==> src/include/lpcs_pkg.sv <==
package lpcs_pkg;

   localparam int ADDR_W = 12;
   localparam int DATA_W = 32;
   localparam int CNT_W = 41;

   // Register indices; the byte address is four times the index
   localparam logic [7:0] IDX_LP_CTRL = 8'h6e;
   localparam logic [7:0] IDX_GAIN_TRIM = 8'h7a;
   localparam logic [7:0] IDX_REF_TRIM = 8'h7c;
   localparam logic [7:0] IDX_CAL_MODE = 8'h70;
   localparam logic [7:0] IDX_LP_STATUS = 8'h71;

   // Low-power calibration control fields
   localparam int SLEEP_CODE_HI = 7;
   localparam int SLEEP_CODE_LO = 5;
   localparam int WAKE_CODE_HI = 4;
   localparam int WAKE_CODE_LO = 3;
   localparam int TRIG_SLEEP_BIT = 1;
   localparam int LOW_POWER_CAL_ENABLE_BIT = 0;

   // Calibration mode register fields
   localparam int BG_SEL_BIT = 0;
   localparam int TRIG_SRC_BIT = 1;
   localparam int SOFT_TRIG_BIT = 2;

   localparam int REF_TRIM_W = 4;

   localparam logic [7:0] LP_CTRL_RESET = 8'h88;
   localparam logic [7:0] TRIM_RESET = 8'h00;
   localparam logic SOFT_TRIG_RESET = 1'b1;

   // Shortest delay in device clock periods
   localparam longint SHORT_DLY_PERIODS = 1152;
   localparam longint TCLK_NS = 100;
   localparam longint PCLK_NS = 100;
   localparam logic [CNT_W-1:0] SHORT_DLY_CYC = CNT_W'((SHORT_DLY_PERIODS * TCLK_NS + PCLK_NS - 1)
                                                       / PCLK_NS);

   typedef enum logic [4:0] {
      ST_IDLE  = 5'h01,
      ST_SLEEP = 5'h02,
      ST_WAKE  = 5'h04,
      ST_CAL   = 5'h08,
      ST_ARM   = 5'h10
   } lpcs_state_t;

endpackage : lpcs_pkg

==> src/hdl/lpcs_delay_timer.sv <==
`timescale 1ns/1ps
module lpcs_delay_timer #(
   parameter int WIDTH = lpcs_pkg::CNT_W
) (
   input wire logic pclk,
   input wire logic presetn,
   input wire logic load,
   input wire logic clear,
   input wire logic [WIDTH-1:0] load_value,
   output logic expired
);
   import lpcs_pkg::*;

   typedef struct packed {
      logic [WIDTH-1:0] count;
   } lpcs_timer_t;

   lpcs_timer_t t_reg;
   lpcs_timer_t t_next;

   // Expiry fires on the last counted cycle, so a load of N ends N cycles later
   // Load and clear stay out of this term: the scheduler decides its load from it
   assign expired = (t_reg.count == WIDTH'(1));

   always_comb begin
      t_next = t_reg;
      if (clear) begin
         t_next.count = '0;
      end else if (load) begin
         t_next.count = load_value;
      end else if (t_reg.count != '0) begin
         t_next.count = t_reg.count - WIDTH'(1);
      end
   end

   always_ff @(posedge pclk or negedge presetn) begin
      if (!presetn) begin
         t_reg <= '0;
      end else begin
         t_reg <= t_next;
      end
   end
endmodule : lpcs_delay_timer

==> src/hdl/lpcs_scheduler.sv <==
`timescale 1ns/1ps
//Contract
// - Sleep code times sleep in autonomous mode
// - Sleep codes 0..2 give listed periods
// - Sleep codes 3, 4 give listed periods
// - Sleep codes 5, 6 give listed periods
// - Wake code times settling before calibration
// - Wake codes 0, 1 give listed periods
// - Wake codes 2, 3 give listed periods
// - Trigger mode off: sleep from code
// - Trigger mode: sleep while trigger high; leaving idle, the core sleeps one cycle even with the trigger low
// - Enable acts only with background mode
// - Gain trim adjusts all cores
// - Reference trim readable, writable, factory loaded
// - Gain trim loaded from fuses at reset
// - Trigger source selects pin or software bit
module lpcs_scheduler #(
   parameter logic [lpcs_pkg::CNT_W-1:0] SLEEP_CYC_1 = 41'd4194432,
   parameter logic [lpcs_pkg::CNT_W-1:0] SLEEP_CYC_2 = 41'd33554560,
   parameter logic [lpcs_pkg::CNT_W-1:0] SLEEP_CYC_3 = 41'd268435584,
   parameter logic [lpcs_pkg::CNT_W-1:0] SLEEP_CYC_4 = 41'd2147483776,
   parameter logic [lpcs_pkg::CNT_W-1:0] SLEEP_CYC_5 = 41'd137438953600,
   parameter logic [lpcs_pkg::CNT_W-1:0] SLEEP_CYC_6 = 41'd1099511627904,
   parameter logic [lpcs_pkg::CNT_W-1:0] WAKE_CYC_1 = 41'd33554560,
   parameter logic [lpcs_pkg::CNT_W-1:0] WAKE_CYC_2 = 41'd268435584,
   parameter logic [lpcs_pkg::CNT_W-1:0] WAKE_CYC_3 = 41'd2147483776
) (
   input wire logic pclk,
   input wire logic presetn,
   input wire logic psel,
   input wire logic penable,
   input wire logic pwrite,
   input wire logic [lpcs_pkg::ADDR_W-1:0] paddr,
   input wire logic [lpcs_pkg::DATA_W-1:0] pwdata,
   output logic [lpcs_pkg::DATA_W-1:0] prdata,
   output logic pready,
   output logic pslverr,
   input wire logic external_cal_trigger_pin,
   input wire logic [7:0] fuse_gain_trim,
   input wire logic [lpcs_pkg::REF_TRIM_W-1:0] fuse_ref_trim,
   input wire logic cal_done,
   output logic core_sleep,
   output logic cal_start,
   output logic [7:0] gain_trim,
   output logic [lpcs_pkg::REF_TRIM_W-1:0] ref_trim
);
   import lpcs_pkg::*;

   typedef struct packed {
      logic [7:0] lp_ctrl;
      logic [7:0] gain;
      logic [7:0] ref_t;
      logic bg_sel;
      logic trig_src;
      logic soft_trig;
      lpcs_state_t st;
      logic [2:0] sync;
      logic trig_filt;
      logic fuse_pending;
      logic [DATA_W-1:0] rdata;
      logic ready;
      logic slverr;
      logic sleep;
      logic start;
   } lpcs_regs_t;

   lpcs_regs_t r_reg;
   lpcs_regs_t r_next;

   logic timer_load;
   logic timer_clear;
   logic [CNT_W-1:0] timer_value;
   logic expired;
   logic active;
   logic trig_mode;
   logic trig;
   logic access;
   logic [2:0] sleep_code;
   logic [1:0] wake_code;

   function automatic logic addr_hit(input logic [ADDR_W-1:0] a, input logic [7:0] idx);
      addr_hit = (a == {2'b00, idx, 2'b00});
   endfunction : addr_hit

   function automatic logic [CNT_W-1:0] sleep_cycles(input logic [2:0] code);
      unique case (code)
         3'd0: sleep_cycles = SHORT_DLY_CYC;
         3'd1: sleep_cycles = SLEEP_CYC_1;
         3'd2: sleep_cycles = SLEEP_CYC_2;
         3'd3: sleep_cycles = SLEEP_CYC_3;
         3'd4: sleep_cycles = SLEEP_CYC_4;
         3'd5: sleep_cycles = SLEEP_CYC_5;
         // Code 7 has no defined length; treated as the longest
         default: sleep_cycles = SLEEP_CYC_6;
      endcase
   endfunction : sleep_cycles

   function automatic logic [CNT_W-1:0] wake_cycles(input logic [1:0] code);
      unique case (code)
         2'd0: wake_cycles = SHORT_DLY_CYC;
         2'd1: wake_cycles = WAKE_CYC_1;
         2'd2: wake_cycles = WAKE_CYC_2;
         default: wake_cycles = WAKE_CYC_3;
      endcase
   endfunction : wake_cycles

   function automatic logic mapped(input logic [ADDR_W-1:0] a);
      mapped = addr_hit(a, IDX_LP_CTRL) || addr_hit(a, IDX_GAIN_TRIM) ||
               addr_hit(a, IDX_REF_TRIM) || addr_hit(a, IDX_CAL_MODE) ||
               addr_hit(a, IDX_LP_STATUS);
   endfunction : mapped

   lpcs_delay_timer #(
      .WIDTH(CNT_W)
   ) u_timer (
      .pclk(pclk),
      .presetn(presetn),
      .load(timer_load),
      .clear(timer_clear),
      .load_value(timer_value),
      .expired(expired)
   );

   assign sleep_code = r_reg.lp_ctrl[SLEEP_CODE_HI:SLEEP_CODE_LO];
   assign wake_code = r_reg.lp_ctrl[WAKE_CODE_HI:WAKE_CODE_LO];
   assign active = r_reg.bg_sel && r_reg.lp_ctrl[LOW_POWER_CAL_ENABLE_BIT];
   assign trig_mode = r_reg.lp_ctrl[TRIG_SLEEP_BIT];
   assign trig = r_reg.trig_src ? r_reg.trig_filt : r_reg.soft_trig;
   assign access = psel && penable;

   always_comb begin
      r_next = r_reg;
      r_next.ready = 1'b0;
      r_next.slverr = 1'b0;
      r_next.start = 1'b0;
      timer_load = 1'b0;
      timer_clear = 1'b0;
      timer_value = '0;

      // Pin filter: a change counts once the second and third stages agree
      r_next.sync = {r_reg.sync[1:0], external_cal_trigger_pin};
      if (r_reg.sync[1] == r_reg.sync[2]) begin
         r_next.trig_filt = r_reg.sync[2];
      end

      // One wait state: pready rises in the second access cycle
      if (access && !r_reg.ready) begin
         r_next.ready = 1'b1;
         r_next.slverr = !mapped(paddr);
         r_next.rdata = '0;
         if (!pwrite) begin
            if (addr_hit(paddr, IDX_LP_CTRL)) begin
               r_next.rdata[7:0] = r_reg.lp_ctrl;
            end else if (addr_hit(paddr, IDX_GAIN_TRIM)) begin
               r_next.rdata[7:0] = r_reg.gain;
            end else if (addr_hit(paddr, IDX_REF_TRIM)) begin
               r_next.rdata[7:0] = r_reg.ref_t;
            end else if (addr_hit(paddr, IDX_CAL_MODE)) begin
               r_next.rdata[SOFT_TRIG_BIT] = r_reg.soft_trig;
               r_next.rdata[TRIG_SRC_BIT] = r_reg.trig_src;
               r_next.rdata[BG_SEL_BIT] = r_reg.bg_sel;
            end else if (addr_hit(paddr, IDX_LP_STATUS)) begin
               r_next.rdata[7:0] = {trig, r_reg.sleep, 1'b0, r_reg.st};
            end
         end
      end

      // Writes land at the edge where pready is sampled high
      if (access && r_reg.ready && pwrite) begin
         if (addr_hit(paddr, IDX_LP_CTRL)) begin
            r_next.lp_ctrl = pwdata[7:0];
         end else if (addr_hit(paddr, IDX_GAIN_TRIM)) begin
            r_next.gain = pwdata[7:0];
         end else if (addr_hit(paddr, IDX_REF_TRIM)) begin
            r_next.ref_t = pwdata[7:0];
         end else if (addr_hit(paddr, IDX_CAL_MODE)) begin
            r_next.bg_sel = pwdata[BG_SEL_BIT];
            r_next.trig_src = pwdata[TRIG_SRC_BIT];
            r_next.soft_trig = pwdata[SOFT_TRIG_BIT];
         end
      end

      // Factory values arrive in the first cycle after reset release
      if (r_reg.fuse_pending) begin
         r_next.fuse_pending = 1'b0;
         r_next.gain = fuse_gain_trim;
         r_next.ref_t = {4'h0, fuse_ref_trim};
      end

      if (!active) begin
         r_next.st = ST_IDLE;
         r_next.sleep = 1'b0;
         timer_clear = 1'b1;
      end else begin
         unique case (r_reg.st)
            ST_IDLE, ST_ARM: begin
               // After a triggered calibration the core waits for the trigger to be high
               if (r_reg.st == ST_IDLE || !trig_mode || trig) begin
                  r_next.st = ST_SLEEP;
                  r_next.sleep = 1'b1;
                  timer_load = 1'b1;
                  timer_value = sleep_cycles(sleep_code);
               end
            end
            ST_SLEEP: begin
               // The sleep timer always runs; trigger mode simply ignores it
               if (trig_mode ? !trig : expired) begin
                  r_next.st = ST_WAKE;
                  r_next.sleep = 1'b0;
                  timer_load = 1'b1;
                  timer_value = wake_cycles(wake_code);
               end
            end
            ST_WAKE: begin
               if (expired) begin
                  r_next.st = ST_CAL;
                  r_next.start = 1'b1;
               end
            end
            ST_CAL: begin
               if (cal_done) begin
                  if (trig_mode) begin
                     r_next.st = ST_ARM;
                  end else begin
                     r_next.st = ST_SLEEP;
                     r_next.sleep = 1'b1;
                     timer_load = 1'b1;
                     timer_value = sleep_cycles(sleep_code);
                  end
               end
            end
            default: begin
               r_next.st = ST_IDLE;
               r_next.sleep = 1'b0;
               timer_clear = 1'b1;
            end
         endcase
      end
   end

   always_ff @(posedge pclk or negedge presetn) begin
      if (!presetn) begin
         r_reg <= '{lp_ctrl: LP_CTRL_RESET, gain: TRIM_RESET, ref_t: TRIM_RESET,
                    bg_sel: 1'b0, trig_src: 1'b0, soft_trig: SOFT_TRIG_RESET,
                    st: ST_IDLE, sync: 3'h0, trig_filt: 1'b0, fuse_pending: 1'b1,
                    rdata: '0, ready: 1'b0, slverr: 1'b0, sleep: 1'b0, start: 1'b0};
      end else begin
         r_reg <= r_next;
      end
   end

   assign prdata = r_reg.rdata;
   assign pready = r_reg.ready;
   assign pslverr = r_reg.slverr;
   assign core_sleep = r_reg.sleep;
   assign cal_start = r_reg.start;
   assign gain_trim = r_reg.gain;
   assign ref_trim = r_reg.ref_t[REF_TRIM_W-1:0];
endmodule : lpcs_scheduler

==> config.mk <==
export PLATFORM = sky130hd
export DESIGN_NAME = lpcs_scheduler
export DESIGN_NICKNAME = d
export VERILOG_FILES = /design/src/include/lpcs_pkg.sv /design/src/hdl/lpcs_delay_timer.sv /design/src/hdl/lpcs_scheduler.sv
export SDC_FILE = /design/constraint.sdc
export NUM_CORES = 1
export LEC_CHECK = 0
export BUFFER_PORTS_ARGS = -buffer_cell sky130_fd_sc_hd__buf_2
export CORE_MARGIN = 5
export CORE_UTILIZATION = 53
export DETAILED_ROUTE_END_ITERATION = 6
export GPL_ROUTABILITY_DRIVEN = 0
export PLACE_DENSITY = 0.78
export SYNTH_ARGS = -nofsm -noshare
export SYNTH_HDL_FRONTEND = slang
export SYNTH_SLANG_ARGS = --single-unit
export TNS_END_PERCENT = 20
==> constraint.sdc <==
create_clock -name pclk -period 3.3 [get_ports pclk]
set_input_delay 0.165 -clock pclk [delete_from_list [all_inputs] [get_ports pclk]]
set_output_delay 0.165 -clock pclk [all_outputs]
set_load 0.01 [all_outputs]
; Yosys cells after proc, flatten, opt, wreduce, memory -nomap -nowiden
; Cells that the tools add are included.
; Widths: inputs -> output; s select.
[classes]
order_cmp = 0
bitwise_logic = 3
n_div = 0
shifts = 0
n_eq_ne = 27
n_addsub = 1
n_mul = 0
muxes = 53
n_reduce_logical = 30
[op_table]
columns = operator, n
row1 = $mux 41, 7
row2 = $pmux 41 s6, 1
row3 = $pmux 41 s3, 1
row4 = $pmux 32 s3, 1
row5 = $eq 12x9->1 const B, 5
row6 = $mux 8, 7
row7 = $eq 41x1->1 const B, 1
row8 = $reduce_bool 41->1, 1
row9 = $sub 41x1->41 const B, 1
row10 = $mux 19, 2
row11 = $mux 5, 7
row12 = $mux 32, 1
row13 = $pmux 5 s4, 1
row14 = $mux 1, 17
row15 = $mux 16, 1
row16 = $ne 3x3->1 const B, 5
row17 = $mux 11, 1
row18 = $reduce_and 5->1, 2
row19 = $mux 3, 3
row20 = $reduce_and 4->1, 2
row21 = $eq 3x2->1 const B, 2
row22 = $eq 3x3->1 const B, 2
row23 = $logic_or 1x1->1, 6
row24 = $ne 2x2->1 const B, 3
row25 = other kinds (23), 34
[word_totals]
input_bits = 63
register_bits = 90
romBits = 0
n_memories = 0
word_cells = 130
latch_bits = 0
ram_bits = 0

; Longest topological paths before layout
; Gate-level depths: netlist (run 1).
[logic_depth]
ltp_word = 8
ltp_mapped = 9

; Cells and area by module
; From an unflattened synthesis (run 1), not the netlist that was laid out.
[hier_totals]
cells_unflattened = 606
hier_area_um2 = 5679.2
[by_module_without_submodules]
columns = module, cells_per_inst, n_inst, area_each_um2
row1 = lpcs_scheduler, 325, 1, 3108.0
row2 = lpcs_delay_timer, 281, 1, 2571.2

; Worst setup path before layout (run 1)
; OpenSTA, ideal clock, no wires.
[synth_timing]
path_kind = reg2reg
start = register u_timer.t_reg[33] (netlist name)
end = register u_timer.t_reg[35] (netlist name)
path_stages_with_launch = 9
arrival_ns = 2.712
synth_period_minus_slack_ns = 2.846
path_buffers = 2
required_ns = 3.166
slack_ns = 0.454
path_cell_list = dfrtp_1 -> or4_1 -> or4_1 -> or4_4 -> a31oi_4 -> or2_1 -> buf_4 -> buf_4 -> a21oi_1
[synth_via]
elab_chain_cells = 7
elab_cells_between_ends = 11
[synth_rtl]
columns = item, line
row1 = from (decl), lpcs_delay_timer.sv:18  ; lpcs_timer_t t_reg;
row2 = from (signal assigned), lpcs_delay_timer.sv:40  ; t_reg <= t_next;
row3 = "parallel branches: the longest is 7 deep, another holds $sub 41x1->41", n/a
; Several ways; the timed one is not identified. The select of a mux whose other input is x is not followed.
; A chain may end at the register's enable or synchronous reset.

; Worst setup path in the final report (run 1)
[layout_timing]
start = register u_timer.t_reg[31] (netlist name)
end = register u_timer.t_reg[37] (netlist name)
; The elaborated chain is that of the path after synthesis.

==> results of run 1 <==
[kinds of logic after synthesis]
group | count (synthesis) | share of synthesized area
multiplexers | 25 | 0.0495
flip-flops | 90 | 0.426
adder cells (fa/ha/maj) | 4 | 0.00896
AO/OA/AOI/OAI | 120 | 0.148
other | 1 | 0.000707
buffers and inverters | 80 | 0.0924
AND/OR/NAND/NOR | 223 | 0.220
XOR/XNOR | 33 | 0.0545
[metal layers]
metal / GRT usage / vias up / share of wire
met5: 0 / - / 0
met4: 0.0784 / 0 / 0.020
met3: 0.0460 / 27 / 0.073
met2: 0.354 / 185 / 0.48
met1: 0.299 / 2121 / 0.43
li1: - / 2089 / -
[synth_stat cells (all sizes together) (7+ instances only)]
cell     count  share of area
or3          8         0.0094
nand2       46          0.033
nor2        65          0.046
o21ai       31          0.029
nor3        16          0.015
nand4       10          0.012
inv         13         0.0092
clkbuf      12         0.0085
buf         55          0.075
nor4         9          0.013
or4         12          0.018
mux2i       15          0.028
dfrtp       85           0.40
mux2        10          0.021
a211oi      10          0.014
nor2b        8         0.0094
a21oi       31          0.029
nand2b      10          0.012
xnor2       31          0.051
nand3        9         0.0085
a31oi        7          0.011
a2111oi      9          0.015
[cells in the final DEF (no fill, tap or decap), types with 5 or more instances in the layout]
cell type,count
a2111oi_0,9
a211oi_1,10
a21oi_1,31
a31oi_1,6
and3_1,5
buf_2,61
buf_4,15
clkbuf_8,11
conb_1,25
dfrtp_1,85
dfstp_2,5
dlygate4sd3_1,5
inv_1,13
mux2_2,10
mux2i_1,15
nand2_1,46
nand2b_1,10
nand3_1,9
nand4_1,10
nor2_1,65
nor2b_1,8
nor3_1,16
nor4_1,8
o21ai_0,31
or3_1,8
or4_1,10
xnor2_1,31
[power by group]
part | total [mW] | internal [mW] | switching [mW] | leakage, nW
Combinational | 0.132 | 0.0484 | 0.0840 | 1.46
Clock | 0.691 | 0.312 | 0.379 | 0.0932
Sequential | 1.14 | 1.12 | 0.0172 | 1.20
Total | 1.96 | 1.48 | 0.480 | 2.75
[final cells by class]
| cell class | instances | area (µm²) |
|---|---|---|
| fillers | 857 | 3980 |
| multi-input cells | 430 | 2660 |
| flip-flops and latches | 90 | 2260 |
| repair buffers | 82 | 488 |
| well taps | 133 | 166 |
| clock buffers | 13 | 159 |
| inverters | 13 | 48.8 |
| clock inverters | 3 | 15.0 |
[path summary, 6_finish.rpt]
kind | start | end | slack (ns) | cells after the start
max reg2reg | u_timer.t_reg[31]$_DFFE_PN0P_ | u_timer.t_reg[37]$_DFFE_PN0P_ | 0.22 | 7
min | fuse_gain_trim[5] | gain_trim[5]$_DFFE_PN0P_ | 0.002 | 3
max | u_timer.t_reg[31]$_DFFE_PN0P_ | u_timer.t_reg[37]$_DFFE_PN0P_ | 0.22 | 7
max in group asynchronous | presetn | prdata[2]$_DFFE_PN0P_ | 2.08 | 3
min in group asynchronous | presetn | r_reg[53]$_DFFE_PN0P_ | 0.49 | 2
min reg2reg | r_next[39]$_DFF_PN0_ | r_next[40]$_DFF_PN0_ | 0.36 | 0
[per-stage QoR]
step / hold WS, ns / power, mW / util
detailed placement: 0.274 / 1.29 / 0.568
finish: 0.00186 / 1.96 / 0.593
global placement: 0.275 / 1.28 / 0.568
CTS: 0.00155 / 1.98 / 0.591
global route: 0.0000126 / 2.05 / 0.593
floorplan: -0.131 / 1.25 / -
[what timing repair did]
| action | 4_1_cts | 5_1_grt |
|---|---|---|
| endpoints found under the setup margin | 0 | 3 |
| buffers inserted | 0 | 2 |
| resized for setup | 0 | 0 |
| endpoints found under the hold margin | 10 | 0 |
| hold buffers | 5 | 0 |
[worst min-delay path, stage by stage]
cell and delay [ns]:
buf_2 0.08, nand2_1 0.04, o21ai_0 0.05
==> impl_metrics.env, run 1 <==
export IMPL_initial_core_util=0.543
export IMPL_synth_seq_cells=90
export IMPL_crit_buf_inv=1
export IMPL_port_buffers=62
export IMPL_crit_chain="or4_1 -> or4_1 -> or4_4 -> a31oi_4 -> or2_1 -> buf_12 -> o32ai_1"
export IMPL_syn_to_final_growth_pct=9.15
export IMPL_fin_ws_ns=0.223
export IMPL_path_clk_slew_ns=0.08
export IMPL_vias=4422
export IMPL_endpoint_kind="register"
export IMPL_final_layout_size_suffix_gt1_frac=0.185
export IMPL_yosysUniqueCellTypes=62
export IMPL_root_buffer="clkbuf_8"
export IMPL_cpPeakStageDelay_ns=0.68
export IMPL_finalInstanceArea_um2=5790
export IMPL_grt_total_usage=0.221
export IMPL_tns_ns=0
export IMPL_clockBufferDepth=2
export IMPL_synthArstFlopShare=1.00
export IMPL_drv_slew=0
export IMPL_coreArea_um2=9770
export IMPL_outcome="finished clean"
export IMPL_grt_max_degree=80
export IMPL_synthCells=576
export IMPL_grt_setup_unrepaired="no"
export IMPL_clock_latency_ns=0.37
export IMPL_routed_wl_mm=12.7
export IMPL_dpl_worst_slack_ns=0.208
export IMPL_max_cap_violations=0
export IMPL_fin_crit_sh=0.932
export IMPL_place_area_um2=5550
export IMPL_dr_first_iter_drc_count=340
export IMPL_cp_arrival_ns=3.32
export IMPL_via_per_inst=5.79
export IMPL_synth_enable_flop_cells=0
export IMPL_path_max_fanout=34
export IMPL_ir_worst_vdd_mv=0.180
export IMPL_cts_buffers=9
export IMPL_path_class="reg -> reg"
export IMPL_ioPinCount=111
export IMPL_grt_pass1_vias=4244
export IMPL_ys_seq_area_frac=0.426
export IMPL_crit_path_frequent_cell="or4_1"
export IMPL_rows=36
export IMPL_drt_pass1_iterations=5
export IMPL_slowest_stage="or4_1"
export IMPL_cts_tree="done"
export IMPL_cp_start_kind="register"
export IMPL_fmax_mhz=325
export IMPL_cts_sinks=90
export IMPL_critPathTopFamily="simple AND/OR/NAND/NOR gates"
export IMPL_die_w_um=110
export IMPL_drc=0
export IMPL_dp_cells=741
export IMPL_final_cells=764
export IMPL_power_density_nw_per_um2=339
export IMPL_ant_nets=0
export IMPL_slew_headroom=0.335
export IMPL_die_h_um=110
export IMPL_die_area_um2=12100
export IMPL_worst_slew_pin_slew_ns=0.998
export IMPL_period_needed_ns=3.08
export IMPL_htree_levels=3
export IMPL_largest_reg_flops=41
export IMPL_power_leakage_nw=2.75
export IMPL_nets=692
export IMPL_grt_ovfl_total=0
export IMPL_finalHoldViolations=0
export IMPL_avgSynthCellArea_um2=9.21
export IMPL_worst_clock_skew_ns=0.00711
export IMPL_setup_viol=0
export IMPL_syn_area_um2=5310
export IMPL_yosysWarnings=0
export IMPL_synth_ff_type="dfrtp_1"
export IMPL_hold_path_class="in -> reg"
export IMPL_routedWlPerCell_um=16.6
export IMPL_grt_pass1_wl_mm=21.0
export IMPL_worstPathRequired_ns=3.54
export IMPL_grt_antenna_before_repair=0
export IMPL_dp_hpwl_mm=9.06
export IMPL_num_antenna_cells=0
(Power assumes the default switching activity.)
==> inputs of run 2 (changes only) <==
==> constraint.sdc (replaced) <==
create_clock -name pclk -period 3.3 [get_ports pclk]
set_input_delay 0 -clock pclk [delete_from_list [all_inputs] [get_ports pclk]]
set_output_delay 0 -clock pclk [all_outputs]
set_load 0.01 [all_outputs]
==> impl_metrics.env, run 2 (same netlist as run 1, synthesis figures left out) <==
export IMPL_power_leakage_nw=2.89
export IMPL_power_density_nw_per_um2=339
export IMPL_grt_setup_unrepaired="no"
export IMPL_endpoint_kind="register"
export IMPL_initial_core_util=0.543
export IMPL_hold_path_class="in -> reg"
export IMPL_cts_buffers=9
export IMPL_hold_start="paddr[2]"
export IMPL_most_common_layout_cells="dfrtp_1 (85), nor2_1 (65), buf_2 (61)"
export IMPL_path_class="reg -> reg"
export IMPL_crit_buf_inv=1
export IMPL_largest_reg_flops=41
export IMPL_cp_start_kind="register"
export IMPL_routed_wl_mm=13.4
export IMPL_tns_ns=0
export IMPL_fin_crit_sh=0.933
export IMPL_path_clk_slew_ns=0.09
export IMPL_setup_viol=0
export IMPL_grt_pass1_wl_mm=22.0
export IMPL_die_w_um=110
export IMPL_critPathTopFamily="simple AND/OR/NAND/NOR gates"
export IMPL_max_cap_violations=0
export IMPL_clock_latency_ns=0.38
export IMPL_drc=0
export IMPL_period_needed_ns=3.08
export IMPL_cts_resized_gates=0
export IMPL_port_buffers=62
export IMPL_dr_first_iter_drc_count=396
export IMPL_rows=36
export IMPL_ir_worst_vdd_mv=0.174
export IMPL_final_common_cell="dfrtp_1"
export IMPL_fmax_mhz=325
export IMPL_worstPathRequired_ns=3.60
export IMPL_grt_antenna_before_repair=0
export IMPL_crit_path_frequent_cell="or4_1"
export IMPL_outcome="finished clean"
export IMPL_cts_sinks=90
export IMPL_crit_chain="or4_1 -> or4_1 -> nor4b_4 -> buf_4 -> and2_1 -> o41ai_1 -> a21oi_1"
export IMPL_ioPinCount=111
export IMPL_slew_headroom=0.348
export IMPL_drv_slew=0
export IMPL_final_layout_size_suffix_gt1_frac=0.177
export IMPL_grt_total_usage=0.235
export IMPL_drt_pass1_iterations=6
export IMPL_die_area_um2=12100
export IMPL_cpPeakStageDelay_ns=0.61
export IMPL_die_h_um=110
export IMPL_slowest_stage="or4_1"
export IMPL_finalHoldViolations=0
export IMPL_holdWs_ns=0.197
export IMPL_coreArea_um2=9770
export IMPL_dp_hpwl_mm=9.15
export IMPL_cp_arrival_ns=3.38
export IMPL_grt_ovfl_total=0
export IMPL_cts_tree="done"
export IMPL_root_buffer="clkbuf_8"
export IMPL_path_max_fanout=10
export IMPL_routedWlPerCell_um=16.9
export IMPL_htree_levels=3
export IMPL_via_per_inst=5.84
export IMPL_crit_start="u_timer.t_reg[25]$_DFFE_PN0P_"
export IMPL_ant_nets=0
export IMPL_worst_slew_pin_slew_ns=0.978
export IMPL_syn_to_final_growth_pct=15.3
export IMPL_num_antenna_cells=0
export IMPL_worst_clock_skew_ns=0.0138
export IMPL_grt_max_degree=73
export IMPL_r2r_start="u_timer.t_reg[25]$_DFFE_PN0P_"
export IMPL_nets=722
export IMPL_grt_pass1_vias=4487
export IMPL_clockBufferDepth=2
export IMPL_vias=4637
==> run 2: cell types whose count changed in the layout (fill, tap and decap cells not counted), sizes merged <==
cell	before	now
dlygate4sd3	5	36
clkinv	3	2
clkbuf	13	11
clkinvlp	0	2
bufinv	0	1
buf	77	76
==> run 2: path summary, 6_finish.rpt <==
kind	end	slack, ns	cells after the start
min reg2reg	r_next[40]$_DFF_PN0_	0.36	0
max reg2reg	u_timer.t_reg[35]$_DFFE_PN0P_	0.22	7
min in group asynchronous	gain_trim[7]$_DFFE_PN0P_	0.29	2
max in group asynchronous	r_reg[46]$_DFFE_PN1P_	2.16	3
max	u_timer.t_reg[35]$_DFFE_PN0P_	0.22	7
min	r_reg[48]$_DFFE_PN0P_	0.20	3
==> run 2: cell type report <==
class / count / area [µm²]
Inverter: 13 / 48.8
Tap cell: 133 / 166
Clock inverter: 5 / 55.1
Multi-Input combinational cell: 430 / 2660
Timing Repair Buffer: 112 / 791
Sequential cell: 90 / 2260
Fill cell: 820 / 3660
Clock buffer: 11 / 141
==> run 2: timing repair <==
item,4_1_cts,5_1_grt
setup endpoints to repair,0,0
endpoints found under the hold margin,97,0
hold buffers,36,0
setup buffers,0,0
==> run 2: per-stage QoR <==
| step | power [mW] | utilization | std cells | cell area, µm² | setup WS (ns) |
|---|---|---|---|---|---|
| 2_1_floorplan | 1.25 | - | 600 | 5400 | 0.454 |
| 3_3_place_gp | 1.28 | 0.569 | 742 | 5560 | 0.280 |
| 3_5_place_dp | 1.29 | 0.569 | 742 | 5560 | 0.274 |
| 4_1_cts | 2.08 | 0.626 | 794 | 6120 | 0.254 |
| 5_1_grt | 2.15 | 0.626 | 794 | 6120 | 0.0818 |
| 6_report | 2.08 | 0.626 | 794 | 6120 | 0.221 |
==> run 2: tightest hold or removal path: stages <==
cell,delay (ns)
buf_2,0.17
nor3_1,0.13
mux2_2,0.23
==> run 2: where the power goes <==
group          internal, mW  switching [mW]
clock network         0.368           0.395
registers              1.12          0.0194
logic                0.0791          0.0934
total                  1.57           0.507
==> run 2: metal layers <==
layer,track usage,wire (µm),share of wire
met1,0.306,5530,0.41
met2,0.384,6390,0.48
met3,0.0431,1080,0.080
met4,0.0997,416,0.031
met5,0,0,0
